[config.mk]
export PLATFORM = sky130hd
export DESIGN_NAME = udb_engine
export DESIGN_NICKNAME = d
export VERILOG_FILES = /design/src/verilog/udb_pkg.sv /design/src/verilog/udb_crc.sv /design/src/verilog/udb_engine.sv
export VERILOG_INCLUDE_DIRS = /design/src /design/src/verilog
export SDC_FILE = /design/constraint.sdc
export NUM_CORES = 1
export LEC_CHECK = 0
export ABC_AREA = 1
export BUFFER_PORTS_ARGS = -buffer_cell sky130_fd_sc_hd__buf_2
export CORE_MARGIN = 2
export CORE_UTILIZATION = 40
export DETAILED_ROUTE_END_ITERATION = 8
export PLACE_DENSITY = 0.64
export SYNTH_ARGS = -nofsm -noshare
export SYNTH_HDL_FRONTEND = slang
export SYNTH_HIERARCHICAL = 1
export SYNTH_SLANG_ARGS = --single-unit
[constraint.sdc]
create_clock -name sys_clk_i -period 2.19 [get_ports sys_clk_i]
set_input_delay 0.3285 -clock sys_clk_i [delete_from_list [all_inputs] [get_ports sys_clk_i]]
set_output_delay 0.3285 -clock sys_clk_i [all_outputs]
set_load 0.1 [all_outputs]
[src/verilog/udb_defines.svh]
// Constants of the Ultra DMA burst engine: pin positions, seed, timing.
`ifndef UDB_DEFINES_SVH
`define UDB_DEFINES_SVH

// Positions inside the synchroniser vector
`define UDB_SY_DMACK 0
`define UDB_SY_STOP 1
`define UDB_SY_HRS 2
`define UDB_SY_DD_LO 3
`define UDB_SY_DD_HI 18
`define UDB_SY_W 19

// Burst CRC
`define UDB_CRC_SEED 16'h4aba

// Timing: clock period and strobe spacing in ns, counts derived (least times round up)
`define UDB_CLK_NS 20
`define UDB_STB_MIN_NS 60
`define UDB_STB_MIN_CYC ((`UDB_STB_MIN_NS + `UDB_CLK_NS - 1) / `UDB_CLK_NS)
`define UDB_TERM_WAIT_NS 200
`define UDB_TERM_WAIT_CYC ((`UDB_TERM_WAIT_NS + `UDB_CLK_NS - 1) / `UDB_CLK_NS)

// Words per sector; a burst ends on every sector boundary
`define UDB_SECTOR_WORDS 9'h100

`endif

[src/verilog/udb_pkg.sv]
// Types shared by the Ultra DMA burst engine.
package udb_pkg;

	typedef enum logic [2:0]
	{
		UDB_IDLE,
		UDB_REQ,
		UDB_INIT,
		UDB_XFER,
		UDB_PAUSE_WAIT,
		UDB_DEV_TERM,
		UDB_STB_RET,
		UDB_CRC
	} udb_state_t;

endpackage

[src/verilog/udb_crc.sv]
// Burst CRC register with its 16-bit parallel next-value logic.
`timescale 1ns/10ps
`include "udb_defines.svh"

module udb_crc
(
	input wire logic sys_clk_i,            // System clock
	input wire logic rst_n_i,              // Synchronous reset, active low
	input wire logic seed_i,               // Reload the seed
	input wire logic upd_i,                // Fold in one data word
	input wire logic [15:0] data_i,        // Word on the bus
	output logic [15:0] current_crc_value_o // Registered CRC
);

	logic [16:1] f;
	logic [15:0] next_crc_value;
	logic [15:0] c;

	always_comb
	begin
		c = current_crc_value_o;
		f[1] = data_i[0] ^ c[15];
		f[2] = data_i[1] ^ c[14];
		f[3] = data_i[2] ^ c[13];
		f[4] = data_i[3] ^ c[12];
		f[5] = data_i[4] ^ c[11] ^ f[1];
		f[6] = data_i[5] ^ c[10] ^ f[2];
		f[7] = data_i[6] ^ c[9] ^ f[3];
		f[8] = data_i[7] ^ c[8] ^ f[4];
		f[9] = data_i[8] ^ c[7] ^ f[5];
		f[10] = data_i[9] ^ c[6] ^ f[6];
		f[11] = data_i[10] ^ c[5] ^ f[7];
		f[12] = data_i[11] ^ c[4] ^ f[1] ^ f[8];
		f[13] = data_i[12] ^ c[3] ^ f[2] ^ f[9];
		f[14] = data_i[13] ^ c[2] ^ f[3] ^ f[10];
		f[15] = data_i[14] ^ c[1] ^ f[4] ^ f[11];
		f[16] = data_i[15] ^ c[0] ^ f[5] ^ f[12];
		next_crc_value[0] = f[16];
		next_crc_value[1] = f[15];
		next_crc_value[2] = f[14];
		next_crc_value[3] = f[13];
		next_crc_value[4] = f[12];
		next_crc_value[5] = f[11] ^ f[16];
		next_crc_value[6] = f[10] ^ f[15];
		next_crc_value[7] = f[9] ^ f[14];
		next_crc_value[8] = f[8] ^ f[13];
		next_crc_value[9] = f[7] ^ f[12];
		next_crc_value[10] = f[6] ^ f[11];
		next_crc_value[11] = f[5] ^ f[10];
		next_crc_value[12] = f[4] ^ f[9] ^ f[16];
		next_crc_value[13] = f[3] ^ f[8] ^ f[15];
		next_crc_value[14] = f[2] ^ f[7] ^ f[14];
		next_crc_value[15] = f[1] ^ f[6] ^ f[13];
	end

	always_ff @(posedge sys_clk_i)
	begin
		if (!rst_n_i || seed_i)
			current_crc_value_o <= `UDB_CRC_SEED;
		else if (upd_i)
			current_crc_value_o <= next_crc_value;
	end

endmodule

[src/verilog/udb_engine.sv]
// Ultra DMA burst engine of the drive: initiation, pause, termination and CRC check.
`timescale 1ns/10ps
`include "udb_defines.svh"

module udb_engine
	import udb_pkg::*;
(
	input wire logic sys_clk_i,          // 50 MHz system clock
	input wire logic rst_n_i,            // Synchronous reset, active low
	// Command side
	input wire logic udma_en_i,          // Ultra DMA mode enabled
	input wire logic burst_req_i,        // Start a burst when idle
	input wire logic dir_in_i,           // 1: data in (drive sends), 0: data out
	input wire logic cmd_start_i,        // New command, clears the CRC error
	input wire logic cmd_abort_i,        // Host hard or soft reset seen
	input wire logic dev_pause_i,        // Drive wants to pause (data-out bursts only; ignored while the drive sends)
	input wire logic dev_stop_i,         // Drive wants to end the burst
	input wire logic [15:0] tx_data_i,   // Word to send
	input wire logic tx_valid_i,         // Word to send is valid
	output logic tx_ack_o,               // Pulse: word taken
	output logic [15:0] rx_data_o,       // Received word
	output logic rx_valid_o,             // Pulse: received word valid
	output logic burst_done_o,           // Pulse: burst ended, CRC checked
	output logic crc_err_o,              // Sticky CRC mismatch
	output logic busy_o,                 // Burst in progress
	// Host pins
	output logic dmarq_o,                // DMA request, active high
	input wire logic dmack_n_i,          // DMA acknowledge, active low
	input wire logic stop_i,             // Host stop, active high
	input wire logic hrdy_hstb_i,        // Host ready (low) or host strobe
	output logic drdy_dstb_o,            // Drive ready (low) or drive strobe
	input wire logic [15:0] dd_i,        // Data bus in
	output logic [15:0] dd_o,            // Data bus out
	output logic dd_oe_n_o               // Data bus enable, low while driving
);

	////////////////////////////////////////////////////////////////////////
	// Pin synchronisers; data shares the stages so it stays aligned to strobe

	logic [`UDB_SY_W-1:0] meta_q;
	logic [`UDB_SY_W-1:0] sync_q;
	logic [`UDB_SY_W-1:0] prev_q;
	logic [`UDB_SY_W-1:0] pins;

	assign pins = {dd_i, hrdy_hstb_i, stop_i, dmack_n_i};

	always_ff @(posedge sys_clk_i)
	begin
		if (!rst_n_i)
		begin
			meta_q <= '1;
			sync_q <= '1;
			prev_q <= '1;
		end
		else
		begin
			meta_q <= pins;
			sync_q <= meta_q;
			prev_q <= sync_q;
		end
	end

	logic ack_s;
	logic stop_s;
	logic hrs_s;
	logic hstb_edge;
	logic ack_end;
	logic [15:0] dd_s;

	assign ack_s = !sync_q[`UDB_SY_DMACK];
	assign stop_s = sync_q[`UDB_SY_STOP];
	assign hrs_s = sync_q[`UDB_SY_HRS];
	assign hstb_edge = sync_q[`UDB_SY_HRS] ^ prev_q[`UDB_SY_HRS];
	assign ack_end = sync_q[`UDB_SY_DMACK] && !prev_q[`UDB_SY_DMACK];
	assign dd_s = sync_q[`UDB_SY_DD_HI:`UDB_SY_DD_LO];

	////////////////////////////////////////////////////////////////////////
	// Burst state

	udb_state_t state_q;
	logic dir_q;
	logic first_q;
	logic pend_q;
	logic dmarq_q;
	logic rs_q;
	logic oe_n_q;
	logic [15:0] dd_q;
	logic [3:0] gap_q;
	logic [3:0] wait_q;
	logic [8:0] words_q;
	logic crc_seed;
	logic crc_upd;
	logic [15:0] crc_data;
	logic [15:0] crc_val;
	logic sector_end;
	logic rx_take;
	logic can_send;
	logic sector_last;

	assign sector_end = (words_q == `UDB_SECTOR_WORDS);
	// Ready drops on the last word of a sector, so a host that samples it at its next strobe stops there
	assign sector_last = rx_take && (words_q == `UDB_SECTOR_WORDS - 9'h001);
	assign rx_take = (state_q == UDB_XFER || state_q == UDB_PAUSE_WAIT) && !dir_q && hstb_edge
		&& dmarq_q && !stop_s;
	assign can_send = state_q == UDB_XFER && dir_q && !stop_s && !hrs_s;
	assign crc_seed = state_q == UDB_IDLE;
	assign crc_upd = (pend_q && can_send) || rx_take;
	assign crc_data = dir_q ? dd_q : dd_s;

	udb_crc u_crc
	(
		.sys_clk_i(sys_clk_i),
		.rst_n_i(rst_n_i),
		.seed_i(crc_seed),
		.upd_i(crc_upd),
		.data_i(crc_data),
		.current_crc_value_o(crc_val)
	);

	always_ff @(posedge sys_clk_i)
	begin
		if (!rst_n_i || cmd_abort_i)
		begin
			state_q <= UDB_IDLE;
			dmarq_q <= 1'b0;
			dir_q <= 1'b0;
		end
		else
		begin
			unique case (state_q)
				UDB_IDLE:
					if (udma_en_i && burst_req_i)
					begin
						dmarq_q <= 1'b1;
						dir_q <= dir_in_i;
						state_q <= UDB_REQ;
					end
				UDB_REQ:
					if (ack_s)
						state_q <= dir_q ? UDB_INIT : UDB_XFER;
				UDB_INIT:
					if (!stop_s && !hrs_s)
						state_q <= UDB_XFER;
				UDB_XFER:
					if (stop_s)
					begin
						dmarq_q <= 1'b0;
						state_q <= dir_q ? UDB_STB_RET : UDB_CRC;
					end
					else if (dir_q && !pend_q && (dev_stop_i || sector_end))
					begin
						dmarq_q <= 1'b0;
						state_q <= UDB_DEV_TERM;
					end
					else if (!dir_q && first_q && (dev_stop_i || sector_end))
						state_q <= UDB_PAUSE_WAIT;
				UDB_PAUSE_WAIT:
					if (stop_s)
					begin
						dmarq_q <= 1'b0;
						state_q <= UDB_CRC;
					end
					else if (wait_q == 4'h0)
					begin
						dmarq_q <= 1'b0;
						state_q <= UDB_DEV_TERM;
					end
				UDB_DEV_TERM:
					if (stop_s)
						state_q <= dir_q ? UDB_STB_RET : UDB_CRC;
				UDB_STB_RET:
					state_q <= UDB_CRC;
				UDB_CRC:
					if (ack_end)
						state_q <= UDB_IDLE;
			endcase
		end
	end

	// Pause interval counter before a receiver termination
	always_ff @(posedge sys_clk_i)
	begin
		if (!rst_n_i || state_q != UDB_PAUSE_WAIT)
			wait_q <= 4'(`UDB_TERM_WAIT_CYC - 1);
		else if (wait_q != 4'h0)
			wait_q <= wait_q - 4'h1;
	end

	////////////////////////////////////////////////////////////////////////
	// Strobe or ready line and data bus

	// Data-in: a word is loaded one cycle before its strobe edge for setup
	always_ff @(posedge sys_clk_i)
	begin
		if (!rst_n_i || state_q == UDB_IDLE)
		begin
			rs_q <= 1'b1;
			pend_q <= 1'b0;
			gap_q <= 4'h0;
			first_q <= 1'b0;
			dd_q <= 16'h0000;
			tx_ack_o <= 1'b0;
		end
		else
		begin
			tx_ack_o <= 1'b0;
			if (gap_q != 4'h0)
				gap_q <= gap_q - 4'h1;
			if (dir_q)
			begin
				if (state_q == UDB_STB_RET)
				begin
					rs_q <= 1'b1;
					pend_q <= 1'b0;
				end
				else if (pend_q && can_send)
				begin
					rs_q <= !rs_q;
					pend_q <= 1'b0;
					first_q <= 1'b1;
					gap_q <= 4'(`UDB_STB_MIN_CYC - 1);
				end
				else if (can_send && !pend_q && gap_q == 4'h0 && tx_valid_i && !dev_stop_i
					&& !sector_end)
				begin
					dd_q <= tx_data_i;
					pend_q <= 1'b1;
					tx_ack_o <= 1'b1;
				end
			end
			else
			begin
				if (rx_take)
					first_q <= 1'b1;
				if (state_q == UDB_PAUSE_WAIT || state_q == UDB_DEV_TERM || state_q == UDB_CRC)
					rs_q <= 1'b1;
				else if (state_q == UDB_XFER && (sector_last || sector_end))
					rs_q <= 1'b1;
				else if (state_q == UDB_XFER && first_q && dev_pause_i)
					rs_q <= 1'b1;
				else if (state_q == UDB_XFER)
					rs_q <= 1'b0;
			end
		end
	end

	// Bus released before the host returns its CRC
	always_ff @(posedge sys_clk_i)
	begin
		if (!rst_n_i)
			oe_n_q <= 1'b1;
		else if (state_q == UDB_INIT && !stop_s && !hrs_s && ack_s)
			oe_n_q <= 1'b0;
		else if (state_q == UDB_STB_RET || state_q == UDB_IDLE || state_q == UDB_CRC)
			oe_n_q <= 1'b1;
	end

	////////////////////////////////////////////////////////////////////////
	// Receive path, sector count and CRC check

	always_ff @(posedge sys_clk_i)
	begin
		if (!rst_n_i)
		begin
			rx_data_o <= 16'h0000;
			rx_valid_o <= 1'b0;
		end
		else
		begin
			rx_valid_o <= rx_take;
			if (rx_take)
				rx_data_o <= dd_s;
		end
	end

	always_ff @(posedge sys_clk_i)
	begin
		if (!rst_n_i || state_q == UDB_IDLE)
			words_q <= 9'h000;
		else if (crc_upd && !sector_end)
			words_q <= words_q + 9'h001;
	end

	// A mismatch seen in the clearing cycle still sets the flag
	always_ff @(posedge sys_clk_i)
	begin
		if (!rst_n_i)
			crc_err_o <= 1'b0;
		else if (state_q == UDB_CRC && ack_end && dd_s != crc_val)
			crc_err_o <= 1'b1;
		else if (cmd_start_i || cmd_abort_i)
			crc_err_o <= 1'b0;
	end

	always_ff @(posedge sys_clk_i)
	begin
		if (!rst_n_i)
		begin
			burst_done_o <= 1'b0;
			busy_o <= 1'b0;
		end
		else
		begin
			burst_done_o <= state_q == UDB_CRC && ack_end && !cmd_abort_i;
			busy_o <= !(state_q == UDB_IDLE) && !cmd_abort_i;
		end
	end

	assign dmarq_o = dmarq_q;
	assign drdy_dstb_o = rs_q;
	assign dd_o = dd_q;
	assign dd_oe_n_o = oe_n_q;

endmodule

==> results of run 1 <==
power by group:
group	total (mW)	internal [mW]	switching, mW
Sequential	2.23	2.20	0.0235
Clock	2.65	1.59	1.06
Combinational	0.529	0.197	0.332
Total	5.41	3.99	1.41
routing by layer:
metal  vias to the layer above  GRT usage (%)  wire length [um]
li1                       2665              -                 -
met1                      2285          28.87              7447
met2                       141          29.88              6236
met3                        20          4.899               852
met4                         0          7.654               241
met5                         -              0                 0
synth_stat cells, drive strengths merged, types with 9 or more instances:
cell type | number | area share [%]
nand2 | 208 | 15
nor2 | 77 | 5.8
buf | 11 | 1.6
inv | 89 | 5.9
clkbuf | 11 | 0.74
nand3 | 36 | 3.3
xor2 | 12 | 2.0
a21oi | 48 | 4.4
or2 | 42 | 4.6
dfxtp | 119 | 41
o21ai | 69 | 6.2
xnor2 | 25 | 3.8
nor3 | 9 | 0.87
final timing paths:
path	end	depth (start not counted)	slack (ns)	startpoint
max reg2reg	u_crc/current_crc_value_o[2]$_SDFFE_PP0P_	13	0.15	dir_q$_SDFFE_PP0P_
min reg2reg	sync_q[7]$_SDFF_PN1_	1	0.41	meta_q[7]$_SDFF_PN1_
min	busy_o$_SDFF_PN0_	2	0.08	cmd_abort_i
max	u_crc/current_crc_value_o[2]$_SDFFE_PP0P_	13	0.15	dir_q$_SDFFE_PP0P_
metrics by stage:
stage / setup slack (ns) / hold slack (ns) / setup TNS [ns] / cell area (um^2) / total power, mW
2_1_floorplan: -0.01664 / 0.3925 / -0.01664 / 5773 / 2.643
3_3_place_gp: 0.01899 / 0.3949 / 0 / 6395 / 2.795
3_5_place_dp: 0.04160 / 0.3967 / 0 / 6395 / 2.794
4_1_cts: 0.03975 / 0.07140 / 0 / 6957 / 5.432
5_1_grt: 0.0008646 / 0.07082 / 0 / 6964 / 5.615
6_report: 0.1463 / 0.08039 / 0 / 6964 / 5.406
layout by cell type (no fill, tap or decap), types with 2 or more instances in the layout:
cell type,instances
inv_2,8
nand3b_1,3
clkinvlp_4,4
or2_2,42
a21oi_2,3
nand4_1,7
inv_1,79
o21ai_0,48
o21ai_2,5
buf_4,15
nor3_1,8
clkbuf_16,17
a21oi_1,45
xor2_1,11
nand3_1,35
ha_1,5
dfxtp_2,6
nand2_4,5
inv_6,3
xnor2_1,25
nor2_1,71
clkinv_2,3
o211ai_1,2
dfxtp_1,113
nand2_1,187
nor2_2,2
o21ai_1,16
clkinv_4,4
nand2_2,14
nand2_8,2
buf_2,84
inv_4,2
nor2_4,3
flip-flops by register name, indices dropped and copies added (netlist names), 2 cells and up:
| register | count |
|---|---|
| prev_q | 2 |
| words_q | 9 |
| meta_q | 19 |
| u_crc/current_crc_value_o | 16 |
| rx_data_o | 16 |
| wait_q | 4 |
| sync_q | 19 |
| state_q | 3 |
| dd_o | 16 |
| gap_q | 4 |
area by class of cell:
| type | count | share of cell area [%] |
|---|---|---|
| Clock buffer | 18 | 6.306 |
| Tap cell | 180 | 3.234 |
| Timing Repair Buffer | 99 | 7.654 |
| Clock inverter | 13 | 1.761 |
| Inverter | 92 | 5.318 |
| Sequential cell | 119 | 34.32 |
| Multi-Input combinational cell | 550 | 41.41 |
kinds of logic (layout without fill, tap and decap cells):
| family | after synthesis | after routing |
|---|---|---|
| DFF | 119 | 119 |
| and+or+nand+nor | 387 | 387 |
| xor gates and xnor gates | 37 | 37 |
| AOI/OAI and AO/OA | 121 | 121 |
| buffers and inverters | 114 | 222 |
| adders and majority gates | 5 | 5 |
what timing repair did:
action                                  4_1_cts  5_1_grt
endpoints found under the setup margin        0       11
hold buffers                                  0        0
resized for setup                             0        7
==> results.sh, run 1 <==
export IMPL_status="completed"
export IMPL_ys_ff_latch=119
export IMPL_fill_cells=1413
export IMPL_regArea_mm2=0.002390
export IMPL_worst_path_largest_cell_delay_ns=0.35
export IMPL_clk_latency_ns=0.42
export IMPL_antenna_found_initial=0
export IMPL_path_max_fanout=9
export IMPL_drive_gt1_share_pct=25.93
export IMPL_critPathArrivalTime_ns=2.36
export IMPL_path_clk_slew_ns=0.06
export IMPL_hold_viol_final=0
export IMPL_start_kind="flip-flop"
export IMPL_start_util_pct=41.23
export IMPL_vias=5111
export IMPL_cts_root_buf="clkbuf_16"
export IMPL_synth_simple_area_share_pct=31.92
export IMPL_cts_buffers=17
export IMPL_syn_inst=783
export IMPL_die_h_um=124.1
export IMPL_final_core_util_pct=49.79
export IMPL_seq_area_frac_synth_pct=41.31
export IMPL_cp_end_kind="flip-flop"
export IMPL_grt_pass1_wl_um=23630
export IMPL_cpLargestDelayFamily="simple AND/OR/NAND/NOR gates"
export IMPL_crit_chain="buf_4, o21ai_0, buf_4, xnor2_1, nand2_1, nand2_1, nand2_1, nand2_4, inv_4, nand2_4, nand2_2, o21ai_1, inv_1"
export IMPL_rsz0062_at_grt="no"
export IMPL_synth_fp_nets=833
export IMPL_multiInputGateArea_mm2=0.002884
export IMPL_grt_pass1_vias=4637
export IMPL_synth_fa_ha_area_share_pct=1.085
export IMPL_setup_viol=0
export IMPL_fmax_ghz=0.4893
export IMPL_synth_edff_count=0
export IMPL_ys_types=45
export IMPL_slew_headroom_pct=63.13
export IMPL_dp_hpwl_um=11110
export IMPL_htreeDepth=4
export IMPL_num_antenna_cells=0
export IMPL_rows=43
export IMPL_grt_use_total_pct=20.38
export IMPL_gp_congestion=0.9030
export IMPL_nNetsFinal=929
export IMPL_synth_area_mm2=0.005767
export IMPL_required_ns=2.51
export IMPL_tritoncts="yes"
export IMPL_path_common_cell="nand2_1"
export IMPL_cts_sinks=119
export IMPL_slowest_stage="o21ai_0"
export IMPL_finalMaxSlewViolations=0
export IMPL_pwr_density_cell_mw_per_mm2=776.3
export IMPL_synth_async_sr_flop_share_pct=0
export IMPL_cap_violations=0
export IMPL_hp_class="input port to flip-flop"
export IMPL_ios=85
export IMPL_irDropWorstVdd_uv=576.2
export IMPL_synth_compound_area_share_pct=11.15
export IMPL_grt_ovfl_total=0
export IMPL_path_buf_inv=4
export IMPL_synth_xor_area_share_pct=5.750
export IMPL_synth_top_family_by_area="simple AND/OR/NAND/NOR gates"
export IMPL_die_w_um=124.1
export IMPL_avgSynthCellArea_um2=7.365
export IMPL_post_cts_buffers=0
export IMPL_crit_type="flip-flop to flip-flop"
export IMPL_skew_ns=0.009557
export IMPL_p_leak_nw=3.265
export IMPL_dp_cells=1040
export IMPL_clockBufferDepth=2
export IMPL_worst_slew_pin_transition_ns=0.5525
export IMPL_die_area_mm2=0.01539
export IMPL_ys_warn_count=6
export IMPL_firstDrtPassIters=5
export IMPL_vias_per_cell=4.772
export IMPL_drc=0
export IMPL_grt_max_degree=42
export IMPL_antenna_left=0
export IMPL_synthMuxAreaShare_pct=0
export IMPL_avgRoutedWirePerCell_um=13.80
export IMPL_areaGrowthSynthToFinish_pct=20.76
export IMPL_min_period_ns=2.044
export IMPL_core_area_mm2=0.01399
export IMPL_portBuffers=84
export IMPL_routed_wl_um=14780
export IMPL_layout_worst_path_cycle_share_pct=93.32
export IMPL_instances_no_fill=1071
export IMPL_dr_first_iter_drc_count=381
export IMPL_synth_flop_cell="dfxtp_1"
Note: power is estimated with default switching activity, not from simulation.
==> inputs of run 2 (changes only) <==
Settings changed: CORE_UTILIZATION 40 to 57, PLACE_DENSITY 0.64 to 0.85.
==> results.sh, run 2 (synthesis results as in run 1) <==
export IMPL_status="completed"
export IMPL_worst_path_largest_cell_delay_ns=0.38
export IMPL_vias_per_cell=5.306
export IMPL_areaGrowthSynthToFinish_pct=23.52
export IMPL_htreeDepth=4
export IMPL_pwr_share_comb_pct=9.7
export IMPL_num_antenna_cells=0
export IMPL_vias=5513
export IMPL_finalMaxSlewViolations=0
export IMPL_p_seq_share_pct=38.8
export IMPL_critPathArrivalTime_ns=2.46
export IMPL_ios=85
export IMPL_firstDrtPassIters=7
export IMPL_grt_max_degree=42
export IMPL_crit_chain="buf_6, nand2_1, o21ai_1, inv_1, nand2_1, nand2_1, nand2_1, nand2_1, nand2_1, nand2_1, nand2_1, nand2_1, nand2_1, nand3_1, nand2_1, inv_1"
export IMPL_grt_pass1_wl_um=25140
export IMPL_irDropWorstVdd_uv=603.2
export IMPL_dp_cells=987
export IMPL_start_kind="flip-flop"
export IMPL_rsz0062_at_grt="yes"
export IMPL_path_common_cell="nand2_1"
export IMPL_path_max_fanout=14
export IMPL_rows=36
export IMPL_avgRoutedWirePerCell_um=14.83
export IMPL_cts_buffers=17
export IMPL_dp_hpwl_um=10210
export IMPL_routed_wl_um=15400
export IMPL_tritoncts="yes"
export IMPL_hold_viol_final=0
export IMPL_die_area_mm2=0.01094
export IMPL_portBuffers=84
export IMPL_layout_worst_path_cycle_share_pct=93.51
export IMPL_grt_use_total_pct=28.91
export IMPL_path_buf_inv=3
export IMPL_clockPowerShare_pct=51.4
export IMPL_start_util_pct=58.73
export IMPL_cpLargestDelayFamily="simple AND/OR/NAND/NOR gates"
export IMPL_nNetsFinal=943
export IMPL_reg_top3="meta_q: 19 flops, sync_q: 19 flops"
export IMPL_swShare_pct=24.89
export IMPL_final_cell_mix="nand2_1, dfxtp_1, buf_2"
export IMPL_clk_latency_ns=0.51
export IMPL_hp_class="input port to flip-flop"
export IMPL_slowest_stage="dfxtp_1"
export IMPL_die_w_um=104.6
export IMPL_layout_cells_most_common="nand2_1"
export IMPL_antenna_found_initial=0
export IMPL_die_h_um=104.6
export IMPL_dr_first_iter_drc_count=509
export IMPL_cap_violations=0
export IMPL_p_switching_mw=1.430
export IMPL_cp_end_kind="flip-flop"
export IMPL_p_leak_nw=3.361
export IMPL_cellInternalPower_mw=4.314
export IMPL_grt_pass1_vias=5337
export IMPL_pre_cts_slack_ns=-0.006761
export IMPL_fmax_ghz=0.4883
export IMPL_drive_gt1_share_pct=25.17
export IMPL_worst_slew_pin_transition_ns=0.5239
export IMPL_path_clk_slew_ns=0.06
export IMPL_min_period_ns=2.048
export IMPL_grt_ovfl_total=0
export IMPL_pwr_density_cell_mw_per_mm2=806.3
export IMPL_instances_no_fill=1039
export IMPL_gp_congestion=1.013
export IMPL_core_area_mm2=0.009819
export IMPL_required_ns=2.60
export IMPL_setup_viol=0
export IMPL_clockBufferDepth=2
export IMPL_slew_headroom_pct=65.04
export IMPL_drc=0
export IMPL_antenna_left=0
export IMPL_cts_sinks=119
export IMPL_cts_root_buf="clkbuf_8"
export IMPL_setup_slack_ns=0.1421
export IMPL_skew_ns=0.006938
export IMPL_crit_type="flip-flop to flip-flop"
run 2: changes by cell type in the layout (fill, tap and decap cells not counted), moves of 3 or more:
cell	change
buf_4	-5
clkinvlp_4	-3
dlygate4sd3_1	+18
bufinv_16	+3
run 2: layout make-up:
type	count	area, um^2
flip-flops and latches	119	2389
fillers	766	2696
clock inverters	13	190.2
well taps	133	166.4
inverters	92	370.4
repair buffers	113	686.9
clock buffers	19	431.7
multi-input cells	550	2889
run 2: final timing paths:
check,slack (ns),start,cells past startpoint,to
worst min-delay path,0.02,dd_i[12],2,meta_q[15]$_SDFF_PN1_
worst max register to register,0.14,dir_q$_SDFFE_PP0P_,16,u_crc/current_crc_value_o[8]$_SDFFE_PP0P_
worst max-delay path,0.14,dir_q$_SDFFE_PP0P_,16,u_crc/current_crc_value_o[8]$_SDFFE_PP0P_
worst min register to register,0.41,meta_q[12]$_SDFF_PN1_,1,sync_q[12]$_SDFF_PN1_
run 2: metrics by stage:
step	util (%)	power [mW]	hold slack (ns)	instance area, um^2	TNS (ns)
after floorplan	-	2.643	0.3925	5773	-0.01664
after global placement	64.07	2.768	0.3938	6291	-0.008046
after detailed placement	64.07	2.776	0.3967	6291	-0.006761
after CTS	72.24	5.760	0.001607	7093	0
after global routing	72.54	5.943	0.007649	7123	-0.05789
final	72.54	5.743	0.01935	7123	0
run 2: what timing repair did:
item | CTS | global route
gates resized for setup | 1 | 10
endpoints found under the setup margin | 2 | 9
hold buffers | 18 | 0
pin swaps | 0 | 0
endpoints found under the hold margin | 18 | 0
setup buffers | 0 | 2
run 2: worst register-to-register path, stage by stage (launching register included):
cell	delay [ns]
dfxtp_1	0.38
buf_6	0.17
nand2_1	0.06
o21ai_1	0.13
inv_1	0.10
nand2_1	0.07
nand2_1	0.12
nand2_1	0.12
nand2_1	0.12
nand2_1	0.10
nand2_1	0.10
nand2_1	0.14
nand2_1	0.09
nand2_1	0.07
nand3_1	0.07
nand2_1	0.07
inv_1	0.04
run 2: power by group through the flow:
stage	clock (mW)	sequential (mW)	combinational, mW
final	2.95	2.23	0.558
after floorplan	0	2.28	0.362
after global routing	3.09	2.23	0.618
after CTS	2.99	2.23	0.538
after detailed placement	0	2.27	0.501
after global placement	0	2.27	0.494
run 2: layer usage:
metal	wire length [um]	share of wire, %	vias up	global-route usage [%]
li1	-	-	2697	-
met1	6328	41	2480	35.39
met2	7365	48	291	48.88
met3	1260	8.2	45	6.363
met4	450	2.9	0	12.67
met5	0	0	-	0
==> inputs of run 3 (changes only) <==
Settings changed: CORE_UTILIZATION 57 to 25, PLACE_DENSITY 0.85 to not set, PLACE_DENSITY_LB_ADDON set to 0.08.
==> results.sh, run 3 (synthesis results as in run 1) <==
export IMPL_num_antenna_cells=0
export IMPL_route_met3_wl_um=672
export IMPL_grt_use_total_pct=15.28
export IMPL_rows=55
export IMPL_worst_slew_pin_transition_ns=0.5970
export IMPL_p_seq_share_pct=40.6
export IMPL_hold_viol_final=0
export IMPL_clockPowerShare_pct=49.1
export IMPL_layout_worst_path_cycle_share_pct=90.62
export IMPL_pwr_density_cell_mw_per_mm2=763.5
export IMPL_setup_viol=0
export IMPL_clk_latency_ns=0.43
export IMPL_post_cts_buffers=0
export IMPL_swShare_pct=28.70
export IMPL_cts_sinks=119
export IMPL_crit_chain="buf_4, nand2_1, o21ai_0, buf_4, xor2_1, nand2_1, nand2_2, nand2_1, nand2_2, nand2_1, nand2_2, nand3_1, nand2_1, nor2_1"
export IMPL_irDropWorstVdd_uv=469.8
export IMPL_antenna_left=0
export IMPL_cts_buffers=17
export IMPL_cpLargestDelayFamily="simple AND/OR/NAND/NOR gates"
export IMPL_pwr_share_comb_pct=10.3
export IMPL_clockBufferDepth=2
export IMPL_instances_no_fill=1190
export IMPL_antenna_found_initial=0
export IMPL_grt_max_degree=42
export IMPL_slowest_stage="dfxtp_2"
export IMPL_avgRoutedWirePerCell_um=14.75
export IMPL_die_h_um=155.9
export IMPL_worst_path_largest_cell_delay_ns=0.39
export IMPL_path_common_cell="nand2_1"
export IMPL_die_w_um=155.9
export IMPL_min_period_ns=1.985
export IMPL_p_leak_nw=3.337
export IMPL_core_area_mm2=0.02264
export IMPL_status="completed"
export IMPL_highest_layer="met4"
export IMPL_required_ns=2.51
export IMPL_nNetsFinal=942
export IMPL_wl_met2_um=7430
export IMPL_cap_violations=0
export IMPL_gp_congestion=0.7965
export IMPL_rsz0062_at_grt="no"
export IMPL_dr_first_iter_drc_count=270
export IMPL_grt_pass1_vias=4936
export IMPL_cts_root_buf="clkbuf_16"
export IMPL_fmax_ghz=0.5039
export IMPL_cp_end_kind="flip-flop"
export IMPL_tritoncts="yes"
export IMPL_skew_ns=0.007515
export IMPL_dp_cells=1158
export IMPL_layout_cells_most_common="nand2_1"
export IMPL_tns_ns=0
export IMPL_r2r_slack_ns=0.21
export IMPL_drc=0
export IMPL_finalPower_mw=5.496
export IMPL_crit_type="flip-flop to flip-flop"
export IMPL_slew_headroom_pct=60.05
export IMPL_p_switching_mw=1.577
export IMPL_final_cell_mix="nand2_1, dfxtp_1, buf_2"
export IMPL_areaGrowthSynthToFinish_pct=24.84
export IMPL_htreeDepth=4
export IMPL_start_util_pct=25.47
export IMPL_path_clk_slew_ns=0.06
export IMPL_drt_met1_wl_um=9231
export IMPL_firstDrtPassIters=5
export IMPL_path_buf_inv=2
export IMPL_critPathArrivalTime_ns=2.30
export IMPL_ios=85
export IMPL_hp_class="input port to flip-flop"
export IMPL_dp_hpwl_um=13520
export IMPL_grt_pass1_wl_um=28050
export IMPL_path_max_fanout=9
export IMPL_die_area_mm2=0.02430
export IMPL_start_kind="flip-flop"
export IMPL_finalMaxSlewViolations=0
export IMPL_cellInternalPower_mw=3.919
export IMPL_reg_top3="meta_q: 19 flops, sync_q: 19 flops"
export IMPL_fin_hold_ws_ns=0.07516
export IMPL_vias_per_cell=4.305
export IMPL_drive_gt1_share_pct=27.40
export IMPL_grt_ovfl_total=0
export IMPL_portBuffers=84
export IMPL_vias=5123
export IMPL_routed_wl_um=17550
run 3: cell types whose count changed in the layout (fill, tap and decap cells not counted), moves of 2 or more:
cell | before | now
o21ai_1 | 18 | 15
buf_4 | 10 | 28
clkinv_4 | 2 | 5
dlygate4sd3_1 | 18 | 0
clkbuf_8 | 2 | 0
inv_8 | 0 | 3
o21ai_0 | 46 | 48
bufinv_16 | 4 | 0
run 3: worst reg2reg max path, delay by kind of cell, from the launching register on:
family / cells / cell delay [ns]
DFF: 1 / 0.39
AOI/OAI and AO/OA: 1 / 0.10
xor gates and xnor gates: 1 / 0.18
buffers and inverters: 2 / 0.34
and+or+nand+nor: 10 / 0.86
run 3: path summary, 6_finish.rpt:
check	startpoint	end	cells past startpoint
min reg2reg	meta_q[11]$_SDFF_PN1_	sync_q[11]$_SDFF_PN1_	1
max	dir_q$_SDFFE_PP0P_	u_crc/current_crc_value_o[13]$_SDFFE_PP0P_	14
max reg2reg	dir_q$_SDFFE_PP0P_	u_crc/current_crc_value_o[13]$_SDFFE_PP0P_	14
min	cmd_abort_i	busy_o$_SDFF_PN0_	2
run 3: metal layers:
layer	up-vias	global-route usage, %
met5	-	0
met2	117	22.97
met3	18	3.306
li1	2689	-
met4	0	4.325
met1	2299	21.94
run 3: what timing repair did:
item	in CTS	in global routing
hold buffers	0	0
gates resized for setup	0	10
endpoints found under the setup margin	0	13
run 3: cell type report:
cell class                 instances  area, um^2
fill                            2482       15440
timing repair buffer             112       630.6
sequential                       119        2390
clock inverter                    15       133.9
clock buffer                      17       425.4
tap                              285       356.6
inverter                          92       370.4
multi-input combinational        550        2893
run 3: through the flow:
stage          util [%]  setup WS, ns  instance area (um^2)
2_1_floorplan         -      -0.01664                  5773
3_3_place_gp      29.26       0.04350                  6624
3_5_place_dp      29.26       0.03740                  6624
4_1_cts           31.73       0.02427                  7183
5_1_grt           31.80       0.01555                  7199
6_report          31.80        0.2053                  7199
run 3: power by group through the flow:
stage / sequential [mW] / combinational (mW) / clock, mW
global route: 2.23 / 0.642 / 2.90
finish: 2.23 / 0.568 / 2.70
CTS: 2.23 / 0.568 / 2.79
detailed placement: 2.28 / 0.565 / 0
floorplan: 2.28 / 0.362 / 0
global placement: 2.28 / 0.571 / 0
